`src/common/sc_timing_pkg.sv`:
```
// Register map, field layout and constants of the card timing and interrupt block
package sc_timing_pkg;

    // Register byte offsets
    localparam logic [7:0] OFS_EXTRA_GUARD_TIME = 8'h0c;
    localparam logic [7:0] OFS_RX_IDLE_TIMEOUT = 8'h10;
    localparam logic [7:0] OFS_ELEM_UNIT_CONTROL = 8'h14;
    localparam logic [7:0] OFS_IRQ_ENABLE_MASK = 8'h18;
    localparam logic [7:0] OFS_IRQ_STATUS = 8'h1c;
    localparam logic [7:0] OFS_SEQ_CONTROL = 8'h20;

    // Field widths
    localparam int GUARD_W = 8;
    localparam int LIMIT_W = 9;
    localparam int DIV_W = 12;
    localparam int NUM_IRQ = 11;
    localparam int NUM_SEQ = 3;

    // Reset values
    localparam logic [GUARD_W-1:0] GUARD_RESET = 8'h00;
    localparam logic [LIMIT_W-1:0] LIMIT_RESET = 9'h000;
    localparam logic [DIV_W-1:0] DIV_RESET = 12'h173;
    localparam logic [NUM_IRQ-1:0] MASK_RESET = 11'h000;

    // Interrupt source positions, shared by status and mask
    localparam int IRQ_RX_AVAIL = 0;
    localparam int IRQ_TX_EMPTY = 1;
    localparam int IRQ_XFER_ERROR = 2;
    localparam int IRQ_TIMER_ZERO = 3;
    localparam int IRQ_TIMER_ONE = 4;
    localparam int IRQ_TIMER_TWO = 5;
    localparam int IRQ_BLOCK_GUARD = 6;
    localparam int IRQ_CARD_DETECT = 7;
    localparam int IRQ_SEQ_DONE = 8;
    localparam int IRQ_RX_IDLE = 9;
    localparam int IRQ_CONV_ERR = 10;

    // Sequence start bits in the sequence control register
    localparam int SEQ_POWER_DOWN = 0;
    localparam int SEQ_POWER_UP = 1;
    localparam int SEQ_SOFT_RESTART = 2;

    // Read-only card pin level in the status register
    localparam int STS_PIN_STATE = 16;

    // AHB transfer type bit that marks an active transfer
    localparam int HTRANS_ACTIVE_BIT = 1;

endpackage : sc_timing_pkg

```
`src/common/irq_bus_if.sv`:
```
// Carrier between the register block and the interrupt status collector
interface irq_bus_if #(parameter int N = 11);
    logic [N-1:0] event_set;
    logic [N-1:0] clear_ones;
    logic [N-1:0] enable_mask;
    logic [N-1:0] status;
    logic irq;

    modport ctrl (output event_set, output clear_ones, output enable_mask,
        input status, input irq);
    modport collect (input event_set, input clear_ones, input enable_mask,
        output status, output irq);
endinterface : irq_bus_if

```
`src/hw/irq_status.sv`:
```
// Sticky interrupt status flags with write-one-to-clear and masked level output
module irq_status
    import sc_timing_pkg::*;
#(
    parameter int N = NUM_IRQ
) (
    // Clock and reset
    input wire logic clk_in,
    input wire logic resetn_in,
    // Flags and mask
    irq_bus_if.collect bus
);

    wire logic [N-1:0] flags;
    logic irq_q;
    wire logic [N-1:0] pending;

    if (N < 1) begin : g_bad_n
        $error("irq_status needs at least one source");
    end

    for (genvar i = 0; i < N; i++) begin : g_flag
        // One flop per source, so each bit has a single driving process
        logic flag_q;

        // A new event beats a clear in the same cycle
        always_ff @(posedge clk_in or negedge resetn_in) begin
            if (!resetn_in) begin
                flag_q <= 1'b0;
            end else if (bus.event_set[i]) begin
                flag_q <= 1'b1;
            end else if (bus.clear_ones[i]) begin
                flag_q <= 1'b0;
            end
        end

        assign flags[i] = flag_q;
    end

    assign pending = flags & bus.enable_mask;

    always_ff @(posedge clk_in or negedge resetn_in) begin
        if (!resetn_in) begin
            irq_q <= 1'b0;
        end else begin
            irq_q <= |pending;
        end
    end

    assign bus.status = flags;
    assign bus.irq = irq_q;

endmodule : irq_status

```
`src/hw/sc_timing_top.sv`:
```
// Card interface timing: unit divider, guard spacing, receive idle timeout, interrupts
// Function
// - Eight-bit extra guard time spaces transmitted characters
// - Idle counter reloads on every received character
// - Counter reaching one sets the idle flag
// - Idle interrupt only when flag and bit 9
// - Idle interval is limit plus half unit
// - Idle limit of zero disables the timeout
// - Unit lasts divider plus one clocks
// - Bit 10 gates convention error interrupt
// - Bit 8 gates sequence completion interrupt
// - Card insert or removal raises detect event
// - Bit 6 gates receive block guard interrupt
// - Bit 5 gates timer two interrupt
// - Finished sequence clears start bit, sets done
//
// Design decision made here: the AHB-Lite register port.
module sc_timing_top
    import sc_timing_pkg::*;
#(
    parameter int ADDR_W = 8
) (
    // Clock and reset
    input wire logic clk_in,
    input wire logic resetn_in,
    // AHB-Lite slave
    input wire logic hsel_in,
    input wire logic [ADDR_W-1:0] haddr_in,
    input wire logic [1:0] htrans_in,
    input wire logic hwrite_in,
    input wire logic [2:0] hsize_in,
    input wire logic [31:0] hwdata_in,
    input wire logic hready_in,
    output logic [31:0] hrdata_out,
    output logic hreadyout_out,
    output logic hresp_out,
    // Receive path
    input wire logic rx_char_in,
    input wire logic rx_byte_read_in,
    // Transmit path
    input wire logic tx_char_done_in,
    output logic tx_guard_hold_out,
    // Sequencer
    output logic [NUM_SEQ-1:0] seq_go_out,
    input wire logic [NUM_SEQ-1:0] seq_finish_in,
    // Other interrupt sources, one-cycle pulses
    input wire logic rx_avail_event_in,
    input wire logic tx_empty_event_in,
    input wire logic xfer_error_event_in,
    input wire logic [2:0] timer_event_in,
    input wire logic block_guard_rx_event_in,
    input wire logic conv_err_event_in,
    // Card detect pin
    input wire logic card_detect_pin_in,
    // Timing and interrupt
    output logic etu_tick_out,
    output logic irq_out
);

    if (ADDR_W < 6) begin : g_bad_addr
        $error("sc_timing_top needs at least 6 address bits");
    end

    irq_bus_if #(.N(NUM_IRQ)) irq_bus ();

    // ---------------- AHB-Lite slave ----------------
    logic wr_pend_q;
    logic [ADDR_W-1:0] wr_addr_q;
    logic [31:0] rdata_q;
    wire logic addr_phase;
    wire logic rd_take;
    wire logic wr_take;
    wire logic [31:0] rd_mux;
    wire logic [31:0] wdata;

    assign addr_phase = hsel_in && hready_in && htrans_in[HTRANS_ACTIVE_BIT];
    assign rd_take = addr_phase && !hwrite_in;
    assign wr_take = addr_phase && hwrite_in;
    assign wdata = hwdata_in;

    // Zero wait states; every access, mapped or not, ends OKAY
    assign hreadyout_out = 1'b1;
    assign hresp_out = 1'b0;
    assign hrdata_out = rdata_q;

    always_ff @(posedge clk_in or negedge resetn_in) begin
        if (!resetn_in) begin
            wr_pend_q <= 1'b0;
            wr_addr_q <= '0;
        end else begin
            wr_pend_q <= wr_take;
            wr_addr_q <= haddr_in;
        end
    end

    // Write strobes, decoded from the latched address in the data phase
    wire logic wr_guard;
    wire logic wr_limit;
    wire logic wr_div;
    wire logic wr_mask;
    wire logic wr_status;
    wire logic wr_seq;

    assign wr_guard = wr_pend_q && (wr_addr_q == ADDR_W'(OFS_EXTRA_GUARD_TIME));
    assign wr_limit = wr_pend_q && (wr_addr_q == ADDR_W'(OFS_RX_IDLE_TIMEOUT));
    assign wr_div = wr_pend_q && (wr_addr_q == ADDR_W'(OFS_ELEM_UNIT_CONTROL));
    assign wr_mask = wr_pend_q && (wr_addr_q == ADDR_W'(OFS_IRQ_ENABLE_MASK));
    assign wr_status = wr_pend_q && (wr_addr_q == ADDR_W'(OFS_IRQ_STATUS));
    assign wr_seq = wr_pend_q && (wr_addr_q == ADDR_W'(OFS_SEQ_CONTROL));

    // ---------------- Software registers ----------------
    logic [GUARD_W-1:0] extra_guard_count_q;
    logic [LIMIT_W-1:0] rx_idle_limit_q;
    logic [DIV_W-1:0] elem_unit_divider_q;
    logic [NUM_IRQ-1:0] irq_enable_mask_q;
    logic [NUM_SEQ-1:0] seq_go_q;
    logic [NUM_SEQ-1:0] seq_go_d;

    always_ff @(posedge clk_in or negedge resetn_in) begin
        if (!resetn_in) begin
            extra_guard_count_q <= GUARD_RESET;
            rx_idle_limit_q <= LIMIT_RESET;
            elem_unit_divider_q <= DIV_RESET;
            irq_enable_mask_q <= MASK_RESET;
        end else begin
            if (wr_guard) begin
                extra_guard_count_q <= wdata[GUARD_W-1:0];
            end
            if (wr_limit) begin
                rx_idle_limit_q <= wdata[LIMIT_W-1:0];
            end
            if (wr_div) begin
                // Values of four or less are the programmer's fault, not trapped
                elem_unit_divider_q <= wdata[DIV_W-1:0];
            end
            if (wr_mask) begin
                irq_enable_mask_q <= wdata[NUM_IRQ-1:0];
            end
        end
    end

    // Start bits: software sets, finishing sequence clears; a fresh start wins
    always_comb begin
        seq_go_d = seq_go_q & ~seq_finish_in;
        if (wr_seq) begin
            seq_go_d = seq_go_d | wdata[NUM_SEQ-1:0];
        end
    end

    always_ff @(posedge clk_in or negedge resetn_in) begin
        if (!resetn_in) begin
            seq_go_q <= '0;
        end else begin
            seq_go_q <= seq_go_d;
        end
    end

    assign seq_go_out = seq_go_q;

    // ---------------- Elementary time unit divider ----------------
    logic [DIV_W-1:0] etu_cnt_q;
    logic etu_tick_q;
    wire logic etu_end;

    assign etu_end = (etu_cnt_q >= elem_unit_divider_q);

    always_ff @(posedge clk_in or negedge resetn_in) begin
        if (!resetn_in) begin
            etu_cnt_q <= '0;
            etu_tick_q <= 1'b0;
        end else begin
            // Counts 0..divider, so one unit spans divider plus one clocks
            etu_cnt_q <= etu_end ? '0 : etu_cnt_q + 1'b1;
            etu_tick_q <= etu_end;
        end
    end

    assign etu_tick_out = etu_tick_q;

    // ---------------- Extra guard spacing ----------------
    logic [GUARD_W-1:0] guard_cnt_q;

    always_ff @(posedge clk_in or negedge resetn_in) begin
        if (!resetn_in) begin
            guard_cnt_q <= '0;
        end else if (tx_char_done_in) begin
            guard_cnt_q <= extra_guard_count_q;
        end else if (etu_tick_q && guard_cnt_q != '0) begin
            guard_cnt_q <= guard_cnt_q - 1'b1;
        end
    end

    // Transmitter waits while the extra guard units run out
    assign tx_guard_hold_out = (guard_cnt_q != '0);

    // ---------------- Receive idle timeout ----------------
    // Own cycle counter, restarted per character, so the half unit is exact
    localparam int SUB_W = DIV_W + 1;
    logic [SUB_W-1:0] sub_cnt_q;
    logic [LIMIT_W:0] idle_cnt_q;
    logic idle_armed_q;
    logic idle_event_q;
    wire logic [SUB_W-1:0] unit_len;
    wire logic [SUB_W-1:0] first_len;
    wire logic sub_end;
    wire logic idle_hit;

    assign unit_len = {1'b0, elem_unit_divider_q};
    // First step after one and a half units; later steps one unit each
    assign first_len = unit_len + SUB_W'(elem_unit_divider_q[DIV_W-1:1]) + 1'b1;
    assign sub_end = (sub_cnt_q == '0);
    assign idle_hit = idle_armed_q && sub_end && (idle_cnt_q == (LIMIT_W+1)'(2));

    always_ff @(posedge clk_in or negedge resetn_in) begin
        if (!resetn_in) begin
            sub_cnt_q <= '0;
            idle_cnt_q <= '0;
            idle_armed_q <= 1'b0;
            idle_event_q <= 1'b0;
        end else begin
            idle_event_q <= 1'b0;
            if (rx_char_in) begin
                // Limit of zero never arms the counter
                idle_armed_q <= (rx_idle_limit_q != '0);
                idle_cnt_q <= {1'b0, rx_idle_limit_q} + 1'b1;
                sub_cnt_q <= first_len;
            end else if (rx_byte_read_in || rx_idle_limit_q == '0) begin
                // A read, or a limit cleared mid-count, stops the timeout
                idle_armed_q <= 1'b0;
            end else if (idle_armed_q) begin
                if (sub_end) begin
                    sub_cnt_q <= unit_len;
                    idle_cnt_q <= idle_cnt_q - 1'b1;
                end else begin
                    sub_cnt_q <= sub_cnt_q - 1'b1;
                end
                if (idle_hit) begin
                    idle_armed_q <= 1'b0;
                    idle_event_q <= 1'b1;
                end
            end
        end
    end

    // ---------------- Card detect pin ----------------
    logic cd_meta_q;
    logic cd_sync_q;
    logic cd_last_q;
    logic cd_event_q;

    always_ff @(posedge clk_in or negedge resetn_in) begin
        if (!resetn_in) begin
            cd_meta_q <= 1'b0;
            cd_sync_q <= 1'b0;
            cd_last_q <= 1'b0;
            cd_event_q <= 1'b0;
        end else begin
            cd_meta_q <= card_detect_pin_in;
            cd_sync_q <= cd_meta_q;
            cd_last_q <= cd_sync_q;
            // Both insertion and removal count as one detect event
            cd_event_q <= cd_sync_q ^ cd_last_q;
        end
    end

    wire logic card_detect_pin_state;
    assign card_detect_pin_state = cd_last_q;

    // ---------------- Interrupt sources ----------------
    wire logic [NUM_IRQ-1:0] events;

    assign events[IRQ_RX_AVAIL] = rx_avail_event_in;
    assign events[IRQ_TX_EMPTY] = tx_empty_event_in;
    assign events[IRQ_XFER_ERROR] = xfer_error_event_in;
    assign events[IRQ_TIMER_ZERO] = timer_event_in[0];
    assign events[IRQ_TIMER_ONE] = timer_event_in[1];
    assign events[IRQ_TIMER_TWO] = timer_event_in[2];
    assign events[IRQ_BLOCK_GUARD] = block_guard_rx_event_in;
    assign events[IRQ_CARD_DETECT] = cd_event_q;
    assign events[IRQ_SEQ_DONE] = |seq_finish_in;
    assign events[IRQ_RX_IDLE] = idle_event_q;
    assign events[IRQ_CONV_ERR] = conv_err_event_in;

    assign irq_bus.event_set = events;
    assign irq_bus.clear_ones = wr_status ? wdata[NUM_IRQ-1:0] : '0;
    assign irq_bus.enable_mask = irq_enable_mask_q;

    irq_status #(.N(NUM_IRQ)) u_irq_status (
        .clk_in(clk_in),
        .resetn_in(resetn_in),
        .bus(irq_bus.collect)
    );

    assign irq_out = irq_bus.irq;

    // ---------------- Read data ----------------
    wire logic [31:0] status_word;
    wire logic [ADDR_W-1:0] ra;

    assign ra = haddr_in;
    assign status_word = {15'h0000, card_detect_pin_state, 5'h00, irq_bus.status};

    // Reserved bits and unmapped offsets read as zero
    assign rd_mux =
        (ra == ADDR_W'(OFS_EXTRA_GUARD_TIME)) ? {24'h00_0000, extra_guard_count_q} :
        (ra == ADDR_W'(OFS_RX_IDLE_TIMEOUT)) ? {23'h00_0000, rx_idle_limit_q} :
        (ra == ADDR_W'(OFS_ELEM_UNIT_CONTROL)) ? {20'h0_0000, elem_unit_divider_q} :
        (ra == ADDR_W'(OFS_IRQ_ENABLE_MASK)) ? {21'h00_0000, irq_enable_mask_q} :
        (ra == ADDR_W'(OFS_IRQ_STATUS)) ? status_word :
        (ra == ADDR_W'(OFS_SEQ_CONTROL)) ? {29'h0000_0000, seq_go_q} :
        32'h0000_0000;

    // Sampled in the address phase so data stands through the data phase
    always_ff @(posedge clk_in or negedge resetn_in) begin
        if (!resetn_in) begin
            rdata_q <= '0;
        end else if (rd_take) begin
            rdata_q <= rd_mux;
        end
    end

endmodule : sc_timing_top

```
`config.mk`:
```
export PLATFORM = sky130hd
export DESIGN_NAME = sc_timing_top
export DESIGN_NICKNAME = d
export VERILOG_FILES = /design/src/common/sc_timing_pkg.sv /design/src/common/irq_bus_if.sv /design/src/hw/irq_status.sv /design/src/hw/sc_timing_top.sv
export SDC_FILE = /design/constraint.sdc
export NUM_CORES = 1
export LEC_CHECK = 0
export BUFFER_PORTS_ARGS = -buffer_cell sky130_fd_sc_hd__buf_2
export CAP_MARGIN = 30
export CORE_ASPECT_RATIO = 2
export CORE_UTILIZATION = 60
export DETAILED_ROUTE_END_ITERATION = 6
export GPL_ROUTABILITY_DRIVEN = 0
export GPL_TIMING_DRIVEN = 1
export PLACE_DENSITY = 0.86
export SYNTH_ARGS = -nofsm -noshare
export SYNTH_HDL_FRONTEND = slang
export SYNTH_SLANG_ARGS = --single-unit
```
`constraint.sdc`:
```
create_clock -name clk_in -period 4 [get_ports clk_in]
set_clock_uncertainty 0.2 [all_clocks]
set_input_delay 0.2 -clock clk_in [delete_from_list [all_inputs] [get_ports clk_in]]
set_output_delay 0.2 -clock clk_in [all_outputs]
set_load 0.02 [all_outputs]
```
# [Word-level counts from Yosys, hierarchy flattened]
# Index checks and enable logic that the tools add are counted.
[totals] input_bits=65 output_inout_bits=40 wordCells=144 regBits=146
[classes] n_bitwise=5 mux=49 add_sub_neg=7 reduce_logical=37 magnitude_cmp=1 n_eq_ne=14
[op_table] cell="$mux W17" n=5
[op_table] cell="$eq A8 B5 Y1 const B" n=8
[op_table] cell="$mux W13" n=4
[op_table] cell="$mux W10" n=4
[op_table] cell="$mux W1" n=30
[op_table] cell="$reduce_bool A2 Y1" n=14
[op_table] cell="$eq A8 B4 Y1 const B" n=2
[op_table] cell="$eq A8 B6 Y1 const B" n=2
[op_table] cell="$mux W8" n=2
[op_table] cell="$add A12 B11 Y13" n=1
[op_table] cell="$add A13 B1 Y13 const B" n=1
[op_table] cell="$logic_and A1 B1 Y1" n=13
[op_table] cell="$logic_not A13 Y1" n=1
[op_table] cell="$sub A13 B1 Y13 const B" n=1
[op_table] cell="$add A12 B1 Y12 const B" n=1
[op_table] cell="$ge A12 B12 Y1" n=1
[op_table] cell="$mux W12" n=1
[op_table] cell="$and A11 B11 Y11" n=1
[op_table] cell="$mux W11" n=1
[op_table] cell="$reduce_or A11 Y1" n=1
[op_table] cell="$add A9 B1 Y10 const B" n=1
[op_table] cell="$eq A10 B2 Y1 const B" n=1
[op_table] cell="$sub A10 B1 Y10 const B" n=1
[op_table] cell="$logic_not A9 Y1" n=1
[op_table] cell="other kinds (14)" n=15

# [Logic depth before layout (Yosys ltp)]
[logic_depth] word_depth=7 ltp_mapped=9 mapped_depth_nobuf=9

# [By module]
# A second synthesis with hierarchy kept.
[hier_totals] cells_unflattened=758 area_unflattened_um2=7492.2
[modules_own_cells] mod="sc_timing_top" seq_area_each_um2=2885.3 cells_per_inst=706 n_inst=1 area_each_um2=6925.4
[modules_own_cells] mod="irq_status" seq_area_each_um2=300.3 cells_per_inst=52 n_inst=1 area_each_um2=566.8

# [Worst setup path before layout]
# Ideal clock, no wire load.
[synth_path] kind="reg-to-reg" start="register sub_cnt_q[0]" end="register sub_cnt_q[9]" synth_period_minus_slack_ps=2539 setup_ps=141 n_path_buf=1 t_arrival_ps=2198 path_stages_with_launch=9 t_required_ps=3659 slack_ps=1461 path_cell_list="dfrtp_1 inv_1 ha_1 or3b_2 or4_4 buf_6 mux2i_1 a2bb2oi_1 o211ai_1"
[synth_via] elab_chain_len=5 elab_cells_between_ends=6 classes_between="add/sub (1); mux (4); reduce/logical (1)"
[synth_rtl] item="start: declaration" line_no="sc_timing_top.sv:199" text="logic [SUB_W-1:0] sub_cnt_q;"
[synth_rtl] item="start signal: assignment" line_no="sc_timing_top.sv:226" text="sub_cnt_q <= first_len;"
[synth_rtl] item="start signal: assignment" line_no="sc_timing_top.sv:232" text="sub_cnt_q <= unit_len;"
[synth_rtl] item="start signal: assignment" line_no="sc_timing_top.sv:235" text="sub_cnt_q <= sub_cnt_q - 1'b1;"
[synth_rtl] item="$sub A13 B1 Y13 or $logic_not A13 Y1 (tied branches)" line_no="sc_timing_top.sv:235, sc_timing_top.sv:211"
[synth_rtl] item="$mux W13 (*)" line_no="sc_timing_top.sv:231" text="if (sub_end) begin"
[synth_rtl] item="$mux W13 (*)" line_no="sc_timing_top.sv:230" text="end else if (idle_armed_q) begin"
[synth_rtl] item="$mux W13 (*)" line_no="sc_timing_top.sv:227" text="end else if (rx_byte_read_in || rx_idle_limit_q == '0) begin"
[synth_rtl] item="$mux W13 (*)" line_no="sc_timing_top.sv:222" text="if (rx_char_in) begin"
# Every way passes the cells marked *; elsewhere a longest branch is shown, timed or not. The select of a mux whose other input is x is not followed.
# A chain may end at the register's enable or synchronous reset.

# [Worst setup path after layout]
[layout_path] start="input haddr_in[4]" end="register rdata_q[8], in the netlist hrdata_out[8]"
[layout_via] elab_chain_len=6 elab_cells_between_ends=10 classes_between="eq/ne (5); mux (5)"
[layout_rtl] item="start: declaration" line_no="sc_timing_top.sv:28" text="input wire logic [ADDR_W-1:0] haddr_in,"
[layout_rtl] item="$eq A8 B5 Y1" line_no="sc_timing_top.sv:309" text="(ra == ADDR_W'(OFS_IRQ_STATUS)) ? status_word :"
[layout_rtl] item="$mux W17" line_no="sc_timing_top.sv:309"
[layout_rtl] item="$mux W17" line_no="sc_timing_top.sv:308" text="(ra == ADDR_W'(OFS_IRQ_ENABLE_MASK)) ? {21'h00_0000, irq_enable_mask_q} :"
[layout_rtl] item="$mux W17" line_no="sc_timing_top.sv:307" text="(ra == ADDR_W'(OFS_ELEM_UNIT_CONTROL)) ? {20'h0_0000, elem_unit_divider_q} :"
[layout_rtl] item="$mux W17" line_no="sc_timing_top.sv:306" text="(ra == ADDR_W'(OFS_RX_IDLE_TIMEOUT)) ? {23'h00_0000, rx_idle_limit_q} :"
[layout_rtl] item="$mux W17 (*)" line_no="sc_timing_top.sv:305" text="(ra == ADDR_W'(OFS_EXTRA_GUARD_TIME)) ? {24'h00_0000, extra_guard_count_q} :"
[layout_rtl] item="end signal: assignment" line_no="sc_timing_top.sv:318" text="rdata_q <= rd_mux;"
[layout_rtl] item="end: declaration" line_no="sc_timing_top.sv:69" text="logic [31:0] rdata_q;"
# Every way passes the cells marked *; elsewhere a longest branch is shown, timed or not.

==> metrics <==
Total Power 3.79 mW; via count 6563; Resized Gates After CTS 0; Distinct cells, synth 67; Buf/Inv on CP 2; status finished, violations left; arrival time at the worst endpoint 3.25 ns; drt drc 4; #FFs+latches synth 127; Clock Sinks 127; nets 907; CP cell instances dlygate4sd3_1 -> buf_2 -> or4b_2 -> nor2b_1 -> a222oi_1 -> a21oi_1 -> a21o_1; routed vias/inst 6.80; Leakage Power 3.76 nW; Switching Share 30.6%; leading cell type in the layout, fill and taps excluded dfrtp_1; Final period util 77.1%; Worst Max-Slew Pin Slew 0.963 ns; PortBufs 59; Worst Setup End Kind flip-flop; row count 56; Clk network pwr share 41.3%; WHS 0.114 ns; switching power 1.16 mW; layout cells sized above 1 19.4%; fraction of registers with async set or reset after synthesis 100%; DP Wirelength 13700 um; Reg power frac 41.0%; final hold viol count 0; Rel. slew slack 35.7%; PD cells 442 mW/mm^2; Core ar. 0.0117 sq mm; CP max stage cell or4b_2; # H-tree levels 4; WHS Path Cells 4; top_reg_cell synth dfrtp_1; final setup fails 0; Logic pwr share 17.7%; Clock Tree Root clkbuf_16; type of the worst setup path in2reg; Synth Warn # 0; initial antenna violation count 0; final max-slew violation count 0; EDFF count, synth 0; TritonCTS clock tree yes; post-synthesis sequential area ratio 44.4%; area delta synth->final 19.7%; Reg clk slew, reported paths 0.06 ns; Total Neg Setup Slack 0 ns; antenna fix cells 0; Internal Power 2.63 mW; grt total ovfl 0; Synth area leaders dfrtp_1, mux2_2, ha_1, nand2_1, xor2_1; most frequent cells in the layout dfrtp_1, nand2_1, buf_2; WL final 22800 um; stages on the worst setup path 7; DR iter-0 viols 821; number of buffers created by CTS 17; Max FO, Critical Path 19; failing checks design-rule violations; MaxCap Viol Count 0; RSZ-0062 raised after global routing no; synthesized area 0.00717 sq mm; first drt pass iteration count 7; worst-case reg-to-reg path depth 8; Worst setup SP type input pin; Tmin final 3.09 ns; worst skew pair latency 0.42 ns; largest net degree at the start of global routing 65; Total GRT Usage 39.3%; Max Fclk 324 MHz; Die Footprint 0.0124 sq mm; Synth area leader dfrtp_1; first-pass GRT wire length 35800 um; Final ANT Viol Nets 0; initial core utilization 61.3%; Routed wire per std cell 23.6 um; hold crit path type in2reg; Cells after Synth 702; mean area per synthesized cell 10.2 sq um; peak supply drop 406 uV; CP max stage delay 0.67 ns; area share of the largest cell type after synthesis 42.2%; I/O pins 105; vias in the first global route 6892; Die Span Y 157 um; critical path's top delay family simple AND/OR/NAND/NOR gates; Die X 79.3 um; critical path data required time 4.16 ns; Max clock buf depth 2
==> logic make-up after synthesis <==
kind of cell	Yosys count	synth area share, %
other	2	0.105
xor gates and xnor gates	37	4.52
adders and majority gates	34	6.04
and+or+nand+nor	207	15.2
muxes	56	8.57
DFF	127	44.4
buffers and inverters	81	5.58
AOI/OAI and AO/OA	158	15.5
==> final timing paths <==
kind / start / end / slack, ns
max in group asynchronous: resetn_in / idle_cnt_q[9]$_DFFE_PN0P_ / 2.52
hold / removal: hready_in / hrdata_out[1]$_DFFE_PN0P_ / 0.11
setup / recovery: haddr_in[4] / hrdata_out[8]$_DFFE_PN0P_ / 0.91
setup reg to reg: sub_cnt_q[0]$_DFFE_PN0P_ / idle_cnt_q[6]$_DFFE_PN0P_ / 1.09
hold reg to reg: cd_meta_q$_DFF_PN0_ / cd_sync_q$_DFF_PN0_ / 0.16
min in group asynchronous: resetn_in / cd_sync_q$_DFF_PN0_ / 0.22
==> tightest hold or removal path, stage by stage <==
cell and delay, ns:
buf_2 0.09, nand3_1 0.09, nor2_1 0.14, a31oi_1 0.16
==> Yosys cell counts (all sizes together), types with 15 or more instances <==
cell type,number
a211oi,15
a21o,19
a21oi,16
buf,26
clkbuf,20
dfrtp,121
ha,33
inv,35
mux2,43
nand2,62
nand3,18
nor2,37
nor3,20
o21ai,29
xor2,24
==> power groups by stage <==
stage / logic (mW) / clock network [mW] / registers, mW
2_1_floorplan: 0.423 / 0 / 1.53
3_3_place_gp: 0.549 / 0 / 1.55
3_5_place_dp: 0.587 / 0 / 1.56
4_1_cts: 0.637 / 1.55 / 1.54
5_1_grt: 0.734 / 1.61 / 1.56
6_report: 0.672 / 1.57 / 1.55
==> state kept, by name, summed over array words and instances, names as in the netlist, 9 cells and up <==
signal,flops
hrdata_out,13
etu_cnt_q,12
rx_idle_limit_q,9
elem_unit_divider_q,12
irq_bus.enable_mask,11
sub_cnt_q,13
u_irq_status.g_flag.flag_q,11
idle_cnt_q,10
==> layout make-up <==
type	instances	area (sq um)
clock buffers	20	457
clock inverters	11	131
fillers	696	3120
inverters	35	131
multi-input cells	513	3650
flip-flops and latches	127	3190
well taps	145	181
repair buffers	114	843
==> metal layers <==
metal,vias up,wire [um],track usage [%],part of all wire [%]
met5,-,0,0,0
met4,0,2020,33.2,8.8
met3,193,1670,9.74,7.3
met2,482,11800,67.0,52
met1,3151,7370,38.9,32
li1,2737,-,-,-
==> metrics by stage <==
stage / setup WS, ns / instance area [sq um] / utilization [%] / cells
2_1_floorplan: 1.46 / 7240 / - / 721
3_3_place_gp: 1.21 / 7500 / 64.1 / 884
3_5_place_dp: 1.11 / 7510 / 64.2 / 885
4_1_cts: 1.10 / 8580 / 73.3 / 964
5_1_grt: 0.797 / 8580 / 73.4 / 965
6_report: 0.915 / 8580 / 73.4 / 965
==> repair_timing <==
item,CTS,global route
hold endpoints to repair,129,0
buffers inserted,0,0
hold buffers,48,0
Note: power is estimated with default switching activity, not from simulation.
